File: config.mk
export PLATFORM = sky130hd
export DESIGN_NAME = area_bus_config
export DESIGN_NICKNAME = d
export VERILOG_FILES = /design/src/area_bus_pkg.sv /design/src/area_bus_config.sv /design/src/area_access_timer.sv
export SDC_FILE = /design/constraint.sdc
export NUM_CORES = 1
export LEC_CHECK = 0
export BUFFER_PORTS_ARGS = -buffer_cell sky130_fd_sc_hd__buf_2
export CAP_MARGIN = 20
export CORE_MARGIN = 8
export CORE_UTILIZATION = 50
export CTS_BUF_LIST = sky130_fd_sc_hd__clkbuf_2 sky130_fd_sc_hd__clkbuf_4 sky130_fd_sc_hd__clkbuf_8
export DETAILED_ROUTE_END_ITERATION = 12
export PLACE_DENSITY_LB_ADDON = 0.08
export SYNTH_ARGS = -nofsm -noshare
export SYNTH_HDL_FRONTEND = slang
export SYNTH_HIERARCHICAL = 1
export SYNTH_SLANG_ARGS = --single-unit
File: constraint.sdc
create_clock -name clk -period 4.7 [get_ports clk]
set_input_delay 0.705 -clock clk [delete_from_list [all_inputs] [get_ports clk]]
set_output_delay 0.705 -clock clk [all_outputs]
set_load 0.02 [all_outputs]
File: src/area_bus_pkg.sv
// Purpose: Constants and types for the area bus configuration block
// Assumes: APB register bus with 32-bit data, one word per register
// Notes:   Offsets are register indices; byte address is four times the index
package area_bus_pkg;

  localparam int unsigned NUM_AREAS = 8;

  // Register indices and byte addresses
  localparam logic [7:0]  IDX_BUS_WIDTH     = 8'hec;
  localparam logic [7:0]  IDX_ACCESS_STATES = 8'hed;
  localparam logic [7:0]  IDX_WAIT_CONTROL  = 8'hee;
  localparam logic [7:0]  IDX_WAIT_ENABLE   = 8'hef;
  localparam logic [7:0]  IDX_MODE_REPORT   = 8'hf1;
  localparam logic [11:0] ADDR_BUS_WIDTH     = {2'h0, IDX_BUS_WIDTH, 2'h0};
  localparam logic [11:0] ADDR_ACCESS_STATES = {2'h0, IDX_ACCESS_STATES, 2'h0};
  localparam logic [11:0] ADDR_WAIT_CONTROL  = {2'h0, IDX_WAIT_CONTROL, 2'h0};
  localparam logic [11:0] ADDR_WAIT_ENABLE   = {2'h0, IDX_WAIT_ENABLE, 2'h0};
  localparam logic [11:0] ADDR_MODE_REPORT   = {2'h0, IDX_MODE_REPORT, 2'h0};

  // Reset values
  localparam logic [7:0] RST_WIDTH_NARROW  = 8'hff;
  localparam logic [7:0] RST_WIDTH_WIDE    = 8'h00;
  localparam logic [7:0] RST_ACCESS_STATES = 8'hff;
  localparam logic [7:0] RST_WAIT_ENABLE   = 8'hff;
  localparam logic [1:0] RST_WAIT_MODE     = 2'h0;
  localparam logic [1:0] RST_WAIT_COUNT    = 2'h3;

  // Wait control fields and fixed bits
  localparam int unsigned WAIT_MODE_POS  = 2;
  localparam int unsigned WAIT_COUNT_POS = 0;
  localparam logic [3:0]  WAIT_CTRL_TOP  = 4'hf;
  localparam logic [4:0]  MODE_RPT_TOP   = 5'h18;

  // Access lengths in states
  localparam logic [2:0] STATES_SHORT = 3'h2;
  localparam logic [2:0] STATES_LONG  = 3'h3;

  typedef enum logic [1:0] {
    WAIT_PROGRAMMED = 2'b00,
    WAIT_NONE       = 2'b01,
    WAIT_PIN        = 2'b10,
    WAIT_PIN_AUTO   = 2'b11
  } wait_mode_type;

  typedef enum logic [2:0] {
    MODE_1 = 3'b001,
    MODE_2 = 3'b010,
    MODE_3 = 3'b011,
    MODE_4 = 3'b100
  } boot_mode_type;

  // Per-area access request and resolved shape
  typedef struct packed {
    logic       valid;
    logic [2:0] area;
  } area_req_type;

  typedef struct packed {
    logic          narrow;
    logic [2:0]    states;
    logic [1:0]    waits;
    logic          pin_wait;
    wait_mode_type mode;
  } area_shape_type;

endpackage

File: src/area_bus_config.sv
// Purpose: Area bus width, access length and wait-state configuration
// Assumes: APB slave on clk; mode pins come from outside and are synchronised
// Notes:   Width bits load from the synced mode at the first edge after reset
// Operation
// - Width bit 0 means 16-bit, 1 means 8-bit
// - Eight width bits, bit n for area n
// - State bit 0 two states, 1 three states
// - Wait mode field selects programmable, none, pin, auto
// - Wait count field inserts zero to three waits
// - Enable bit 0 disables wait control, pin mode 0
// - Eight wait enable bits, reset to one
// - Mode report low three bits follow mode pins, top five bits fixed, read only
// - Mode codes 001 to 100 for modes 1-4
//
// Local design decision: register access over APB.
`timescale 1ns/100ps
module area_bus_config
(
  input  wire logic                         clk,
  input  wire logic                         srst,
  input  wire logic                         psel,
  input  wire logic                         penable,
  input  wire logic                         pwrite,
  input  wire logic [11:0]                  paddr,
  input  wire logic [31:0]                  pwdata,
  input  wire logic [3:0]                   pstrb,
  output logic                              pready,
  output logic [31:0]                       prdata,
  output logic                              pslverr,
  input  wire logic [2:0]                   mode_pins,
  input  wire logic                         wait_pin,
  input  wire area_bus_pkg::area_req_type   access_req,
  output area_bus_pkg::area_shape_type      access_shape,
  output logic                              access_busy,
  output logic                              access_done,
  output logic [7:0]                        area_narrow,
  output logic [7:0]                        area_long
);

  logic [2:0] mode_meta_q;
  logic [2:0] mode_sync_q;
  logic [2:0] mode_q;
  logic       boot_q;
  logic [7:0] width_q;
  logic [7:0] states_q;
  logic [7:0] wait_en_q;
  logic [1:0] wait_mode_q;
  logic [1:0] wait_count_q;
  logic [7:0] width_d;
  logic [7:0] states_d;
  logic [7:0] wait_en_d;
  logic [1:0] wait_mode_d;
  logic [1:0] wait_count_d;
  logic [31:0] prdata_q;
  logic        pslverr_q;
  logic        wait_meta_q;
  logic        mode_sync_pin_wait_q;

  logic        wr_fire;
  logic        rd_fire;
  logic        hit_width;
  logic        hit_states;
  logic        hit_wctl;
  logic        hit_wen;
  logic        hit_mode;
  logic        mapped;
  logic        wr_ok;
  logic [7:0]  wctl_view;
  logic [7:0]  mode_view;
  logic [7:0]  rd_byte;
  logic        boot_narrow;
  logic [2:0]  area;
  logic        area_wen;
  logic        area_long_bit;
  logic [1:0]  eff_waits;
  area_bus_pkg::wait_mode_type eff_mode;
  area_bus_pkg::area_shape_type shape;

  function automatic logic [7:0] merge_byte(input logic [7:0] cur, input logic [31:0] wd,
                                            input logic [3:0] strb);
    merge_byte = strb[0] ? wd[7:0] : cur;
  endfunction

  // Bus decode
  assign wr_fire    = psel && penable && pwrite;
  assign rd_fire    = psel && penable && !pwrite;
  assign hit_width  = (paddr == area_bus_pkg::ADDR_BUS_WIDTH);
  assign hit_states = (paddr == area_bus_pkg::ADDR_ACCESS_STATES);
  assign hit_wctl   = (paddr == area_bus_pkg::ADDR_WAIT_CONTROL);
  assign hit_wen    = (paddr == area_bus_pkg::ADDR_WAIT_ENABLE);
  assign hit_mode   = (paddr == area_bus_pkg::ADDR_MODE_REPORT);
  assign mapped     = hit_width || hit_states || hit_wctl || hit_wen || hit_mode;
  assign wr_ok      = wr_fire && !boot_q;
  assign pready     = 1'b1;
  assign prdata     = prdata_q;
  assign pslverr    = pslverr_q;

  // Mode report: fixed top bits, code from pins
  assign mode_view = {area_bus_pkg::MODE_RPT_TOP, mode_q};
  assign wctl_view = {area_bus_pkg::WAIT_CTRL_TOP, wait_mode_q, wait_count_q};

  assign rd_byte = hit_width  ? width_q :
                   hit_states ? states_q :
                   hit_wctl   ? wctl_view :
                   hit_wen    ? wait_en_q :
                   hit_mode   ? mode_view : 8'h00;

  // Modes 1 and 3 boot narrow, modes 2 and 4 wide
  assign boot_narrow = (mode_q == area_bus_pkg::MODE_1) ||
                       (mode_q == area_bus_pkg::MODE_3);

  assign width_d   = hit_width ? merge_byte(width_q, pwdata, pstrb) : width_q;
  assign states_d  = hit_states ? merge_byte(states_q, pwdata, pstrb) : states_q;
  assign wait_en_d = hit_wen ? merge_byte(wait_en_q, pwdata, pstrb) : wait_en_q;
  assign wait_mode_d  = (hit_wctl && pstrb[0]) ?
                        pwdata[area_bus_pkg::WAIT_MODE_POS +: 2] : wait_mode_q;
  assign wait_count_d = (hit_wctl && pstrb[0]) ?
                        pwdata[area_bus_pkg::WAIT_COUNT_POS +: 2] : wait_count_q;

  // Access shaping for the requested area
  assign area          = access_req.area;
  assign area_wen      = wait_en_q[area];
  assign area_long_bit = states_q[area];
  assign eff_mode      = area_wen ? area_bus_pkg::wait_mode_type'(wait_mode_q)
                                  : area_bus_pkg::WAIT_PIN;
  assign eff_waits     = (area_wen && area_long_bit &&
                          (eff_mode == area_bus_pkg::WAIT_PROGRAMMED ||
                           eff_mode == area_bus_pkg::WAIT_PIN_AUTO)) ?
                         wait_count_q : 2'h0;
  assign shape.narrow   = width_q[area];
  assign shape.states   = area_long_bit ? area_bus_pkg::STATES_LONG
                                        : area_bus_pkg::STATES_SHORT;
  assign shape.waits    = eff_waits;
  assign shape.pin_wait = area_long_bit &&
                          (eff_mode == area_bus_pkg::WAIT_PIN ||
                           eff_mode == area_bus_pkg::WAIT_PIN_AUTO);
  assign shape.mode     = eff_mode;
  assign access_shape   = shape;
  assign area_narrow    = width_q;
  assign area_long      = states_q;

  area_access_timer area_access_timer_i
  (
    .clk      (clk),
    .srst     (srst),
    .start    (access_req.valid && !access_busy && !boot_q),
    .shape    (shape),
    .wait_pin (mode_sync_pin_wait_q),
    .busy     (access_busy),
    .done     (access_done)
  );

  // Pin synchronisers
  always_ff @(posedge clk)
  begin
    mode_meta_q          <= mode_pins;
    mode_sync_q          <= mode_meta_q;
    wait_meta_q          <= wait_pin;
    mode_sync_pin_wait_q <= wait_meta_q;
  end

  // Mode capture and boot load
  always_ff @(posedge clk)
  begin
    if (srst)
    begin
      // Pins tracked in reset so the boot load sees the mode
      boot_q <= 1'b1;
      mode_q <= mode_sync_q;
    end
    else
    begin
      boot_q <= 1'b0;
      mode_q <= mode_sync_q;
    end
  end

  always_ff @(posedge clk)
  begin
    if (srst)
    begin
      width_q      <= area_bus_pkg::RST_WIDTH_WIDE;
      states_q     <= area_bus_pkg::RST_ACCESS_STATES;
      wait_en_q    <= area_bus_pkg::RST_WAIT_ENABLE;
      wait_mode_q  <= area_bus_pkg::RST_WAIT_MODE;
      wait_count_q <= area_bus_pkg::RST_WAIT_COUNT;
    end
    else if (boot_q)
    begin
      width_q <= boot_narrow ? area_bus_pkg::RST_WIDTH_NARROW
                             : area_bus_pkg::RST_WIDTH_WIDE;
    end
    else if (wr_ok)
    begin
      width_q      <= width_d;
      states_q     <= states_d;
      wait_en_q    <= wait_en_d;
      wait_mode_q  <= wait_mode_d;
      wait_count_q <= wait_count_d;
    end
  end

  always_ff @(posedge clk)
  begin
    if (srst)
    begin
      prdata_q  <= 32'h0000_0000;
      pslverr_q <= 1'b0;
    end
    else
    begin
      prdata_q  <= (psel && !penable && !pwrite) ? {24'h00_0000, rd_byte} : prdata_q;
      pslverr_q <= psel && !penable && (!mapped || (pwrite && hit_mode));
    end
  end

endmodule // area_bus_config

File: src/area_access_timer.sv
// Purpose: Times one external access: base states plus inserted waits
// Assumes: Shape is stable from start to done
// Notes:   Pin wait stretches the access while wait_pin is high
`timescale 1ns/100ps
module area_access_timer
(
  input  wire logic                        clk,
  input  wire logic                        srst,
  input  wire logic                        start,
  input  wire area_bus_pkg::area_shape_type shape,
  input  wire logic                        wait_pin,
  output logic                             busy,
  output logic                             done
);

  logic [2:0] count_q;
  logic [2:0] count_d;
  logic       busy_q;
  logic       busy_d;
  logic [2:0] total;
  logic       last;
  logic       hold;

  assign total = shape.states + {1'b0, shape.waits};
  assign hold  = shape.pin_wait && wait_pin;
  assign last  = busy_q && (count_q >= total - 3'h1) && !hold;
  assign busy_d  = start ? 1'b1 : (last ? 1'b0 : busy_q);
  assign count_d = start ? 3'h0 : (busy_q && !last ? count_q + 3'h1 : count_q);
  assign busy = busy_q;
  assign done = last;

  always_ff @(posedge clk)
  begin
    if (srst)
    begin
      busy_q  <= 1'b0;
      count_q <= 3'h0;
    end
    else
    begin
      busy_q  <= busy_d;
      count_q <= count_d;
    end
  end

endmodule // area_access_timer

==> run_results.csv <==
group,metric,value,unit
status,status,"finished, final reports clean",
global_routing,grt.overflow.total,0,
global_routing,grt_first_pass_wirelength,12700,um
place,placed_cell_area,3220,um^2
die,initial_core_util,51.4,%
synthesis,synth_top_flop_cell,"sky130_fd_sc_hd__dfxtp_1",
die,chipWidth,93.5,um
setup_path,worstRegToRegCells,15,
timing,final.period_utilization,92.4,%
setup_path,worstPathMaxFanout,6,
setup_path,start_kind,"input port",
routing,post_drt_via_cell_ratio,5.61,
setup_path,critPathArrivalTime,3640,ps
synthesis,proportion_of_synthesized_area_in_mux_cells,9.86,%
final_layout,final_layout_size_suffix_gt1_share,26.6,%
global_routing,grt_pass1_vias,2487,
timing,hold_violations,0,
run,cap_violations,0,
clocking,clock-root-buffer,"sky130_fd_sc_hd__clkbuf_8",
clocking,cts_sinks,53,
die,core_region_area,5850,um^2
synthesis,synth_compound_area_share,16.9,%
routing,route.antenna.remaining_nets,0,
power_and_ir_drop,p_leak,1.48,nW
final_layout,insertedDiodeCount,0,
routing,routed_wire_length_per_instance,17.7,um
place,finalWeightedCongestion,0.888,
power_and_ir_drop,vdd.ir_drop.worst,0.000139,V
clocking,clk_pin_slew_worst_paths,90,ps
global_routing,grt_antenna_before_repair,0,
final_layout,most_frequent_standard_cell_in_the_layout_excluding_fill_and_tap_cells,"sky130_fd_sc_hd__buf_2",
synthesis,synth_top_family_by_area,"simple AND/OR/NAND/NOR gates",
synthesis,synth_simple_gate_area_share,21.7,%
clocking,clock_path_buffers,2,
synthesis,netlist_area,3010,um^2
routing,route.final.wire_length,8040,um
timing,worst_pin_slew,959,ps
hold_path,worst_hold_path_type,"reg -> reg",
die,die_extent_in_y,93.5,um
place,pre_cts_ws,323,ps
routing,first_pass_iters,4,
routing,route.detailed.drc,0,
clocking,post_cts_hold_buffer_count,0,
setup_path,rr_startpoint,"wait_en_q[7]",
setup_path,required,3990,ps
timing,rsz0062_at_grt,"no",
setup_path,worstReg2RegEnd,"area_access_timer_i/count_q[0]",
clocking,numCtsBuffers,5,
synthesis,synth.top_cell.area_share,35.3,%
synthesis,synth_adder_area_share,2.91,%
clocking,cts_tree,"yes",
hold_path,timing.hold.worst_path_depth,0,
setup_path,worst_path_most_repeated_cell,"sky130_fd_sc_hd__ha_1",
clocking,buffers_inserted_by_post_cts_timing_repair,0,
timing,slew_viol_final,0,
timing,report.final.setup_viol,0,
die,row_count,28,
timing,fin_crit,4340,ps
setup_path,critical_path_class,"in -> out",
setup_path,cp_cell_sequence,"buf_2 -> mux4_2 -> mux2i_1 -> nor3_1 -> and2_1 -> inv_1 -> ha_1 -> inv_1 -> ha_1 -> xor2_1 -> xnor2_1 -> ha_1 -> a21o_1 -> a31oi_2 -> nor3b_1 -> buf_2",
setup_path,total_buffers_and_inverters_traversed_by_the_critical_path,4,
timing,slew-limit-headroom,35.9,%
final_layout,final_nets,447,
setup_path,max_stage_delay,530,ps
synthesis,post-synth-top-area-cell,"sky130_fd_sc_hd__dfxtp_1",
synthesis,async_reset_ff_share,0,%
global_routing,grt_start_max_net_pins,44,
synthesis,yosysSeqAreaShare,35.3,%
setup_path,cpMaxStageDelayCell,"sky130_fd_sc_hd__mux4_2",
synthesis,syn_avg_cell_area,9.31,um^2
die,floorplan.io_pins,122,
setup_path,critPathCaptureType,"output port",
timing,fmax,0.230,GHz
synthesis,synth.ff_latch_count,53,
global_routing,grt_usage,18.3,%
timing,clock-skew-final,8.03,ps
routing,routed-via-count,2549,
place,port-buffer-count,67,
setup_path,timing.reg2reg.setup_slack,1560,ps
clocking,cts_max_level,2,
synthesis,yosys-top-cells-area,"sky130_fd_sc_hd__dfxtp_1, sky130_fd_sc_hd__buf_4, sky130_fd_sc_hd__mux2i_1, sky130_fd_sc_hd__mux4_2, sky130_fd_sc_hd__nor2_1",
die,die-area,8750,um^2
hold_path,hold-path-endpoint,"mode_sync_pin_wait_q",
timing,timing.final.ws_setup,356,ps
final_layout,final_cell_mix,"sky130_fd_sc_hd__buf_2, sky130_fd_sc_hd__dfxtp_1, sky130_fd_sc_hd__conb_1",
power_and_ir_drop,pwr_density_cell,261,nW/um^2
synthesis,number_of_synthesized_flops_with_an_enable_pin,0,
timing,fin_setup_tns,0,ps
clocking,worstSkewPairLatency,300,ps
final_layout,post_route_cell_area,3310,um^2
synthesis,netlist_instances,323,
synthesis,yosys_warnings,6,
final_layout,flow.area_growth_from_synthesis,10.1,%
synthesis,post_synthesis_share_of_cell_area_spent_on_xor_and_xnor_gates,0.874,%
setup_path,crit_family,"multiplexers",
routing,initialDrtViolationCount,161,
place,dp_hpwl,6250,um
hold_path,timing.hold.worst.start,"wait_meta_q",
clocking,post_cts_resized,0,
synthesis,synth_cell_type_count,63,
[report_power, final]
part	internal, mW	total [mW]	switching (mW)
combinational	0.0420	0.127	0.0853
sequential	0.463	0.474	0.0117
clock	0.117	0.261	0.144
[state kept, by name, indices dropped and copies added, names as in the netlist]
name,flops
mode_meta_q,3
area_narrow,8
mode_q,3
mode_sync_pin_wait_q,1
prdata,8
wait_count_q,2
boot_q,1
area_access_timer_i/busy,1
wait_meta_q,1
mode_sync_q,3
wait_mode_q,2
pslverr,1
area_access_timer_i/count_q,3
wait_en_q,8
area_long,8
[synth_stat cells, types with 3 or more instances]
library cell	number
sky130_fd_sc_hd__nor3b_1	4
sky130_fd_sc_hd__nor2b_1	8
sky130_fd_sc_hd__nand2_1	14
sky130_fd_sc_hd__inv_1	13
sky130_fd_sc_hd__o22ai_1	3
sky130_fd_sc_hd__buf_6	3
sky130_fd_sc_hd__a21oi_1	17
sky130_fd_sc_hd__and2_0	3
sky130_fd_sc_hd__a211oi_1	5
sky130_fd_sc_hd__clkbuf_1	9
sky130_fd_sc_hd__ha_1	7
sky130_fd_sc_hd__a32oi_1	3
sky130_fd_sc_hd__nor2_1	28
sky130_fd_sc_hd__buf_4	29
sky130_fd_sc_hd__a31oi_1	10
sky130_fd_sc_hd__a211o_1	8
sky130_fd_sc_hd__and2_1	4
sky130_fd_sc_hd__dfxtp_1	53
sky130_fd_sc_hd__a221oi_1	3
sky130_fd_sc_hd__o21ai_1	9
sky130_fd_sc_hd__and3_2	4
sky130_fd_sc_hd__nand4_1	3
sky130_fd_sc_hd__and3_1	4
sky130_fd_sc_hd__nor3_1	3
sky130_fd_sc_hd__o21ai_0	9
sky130_fd_sc_hd__mux2i_1	15
sky130_fd_sc_hd__mux4_2	6
[worst max path at each step]
stage	startpoint	to	slack, ps	cells past startpoint
6_report	access_req[0]	access_done	360	16
5_1_grt	access_req[0]	access_done	110	16
4_1_cts	access_req[0]	access_done	310	16
3_5_place_dp	access_req[0]	access_done	320	16
3_3_place_gp	access_req[0]	access_done	400	16
2_1_floorplan	access_req[0]	access_done	340	15
[kinds of logic after synthesis]
kind of cell / after synthesis
flip-flops: 53
adder cells (fa/ha/maj): 7
AO/OA/AOI/OAI: 77
XOR/XNOR: 3
other: 2
multiplexers: 22
buffers and inverters: 58
AND/OR/NAND/NOR: 101
[final cells by class]
class                           instances  area, um^2
Clock buffer                            6        82.6
Fill cell                             577        2540
Sequential cell                        53        1060
Tap cell                               75        93.8
Inverter                               13        48.8
Timing Repair Buffer                   67         335
Clock inverter                          1        7.51
Multi-Input combinational cell        239        1680
[per-layer routing]
| metal | routed length, um | vias up | track usage, % |
|---|---|---|---|
| li1 | - | 1220 | - |
| met1 | 3270 | 1214 | 22.9 |
| met2 | 3940 | 108 | 31.2 |
| met3 | 752 | 7 | 3.53 |
| met4 | 78 | 0 | 5.15 |
| met5 | 0 | - | 0 |
[per-stage QoR]
step	cells	hold slack, ps	total power [mW]	utilization (%)
global placement	447	311	0.609	55.0
finish	454	334	0.862	56.6
global route	454	340	0.900	56.6
CTS	454	336	0.869	56.6
floorplan	350	310	0.585	-
detailed placement	447	313	0.611	55.0
Power figures use the tool's default switching activity.
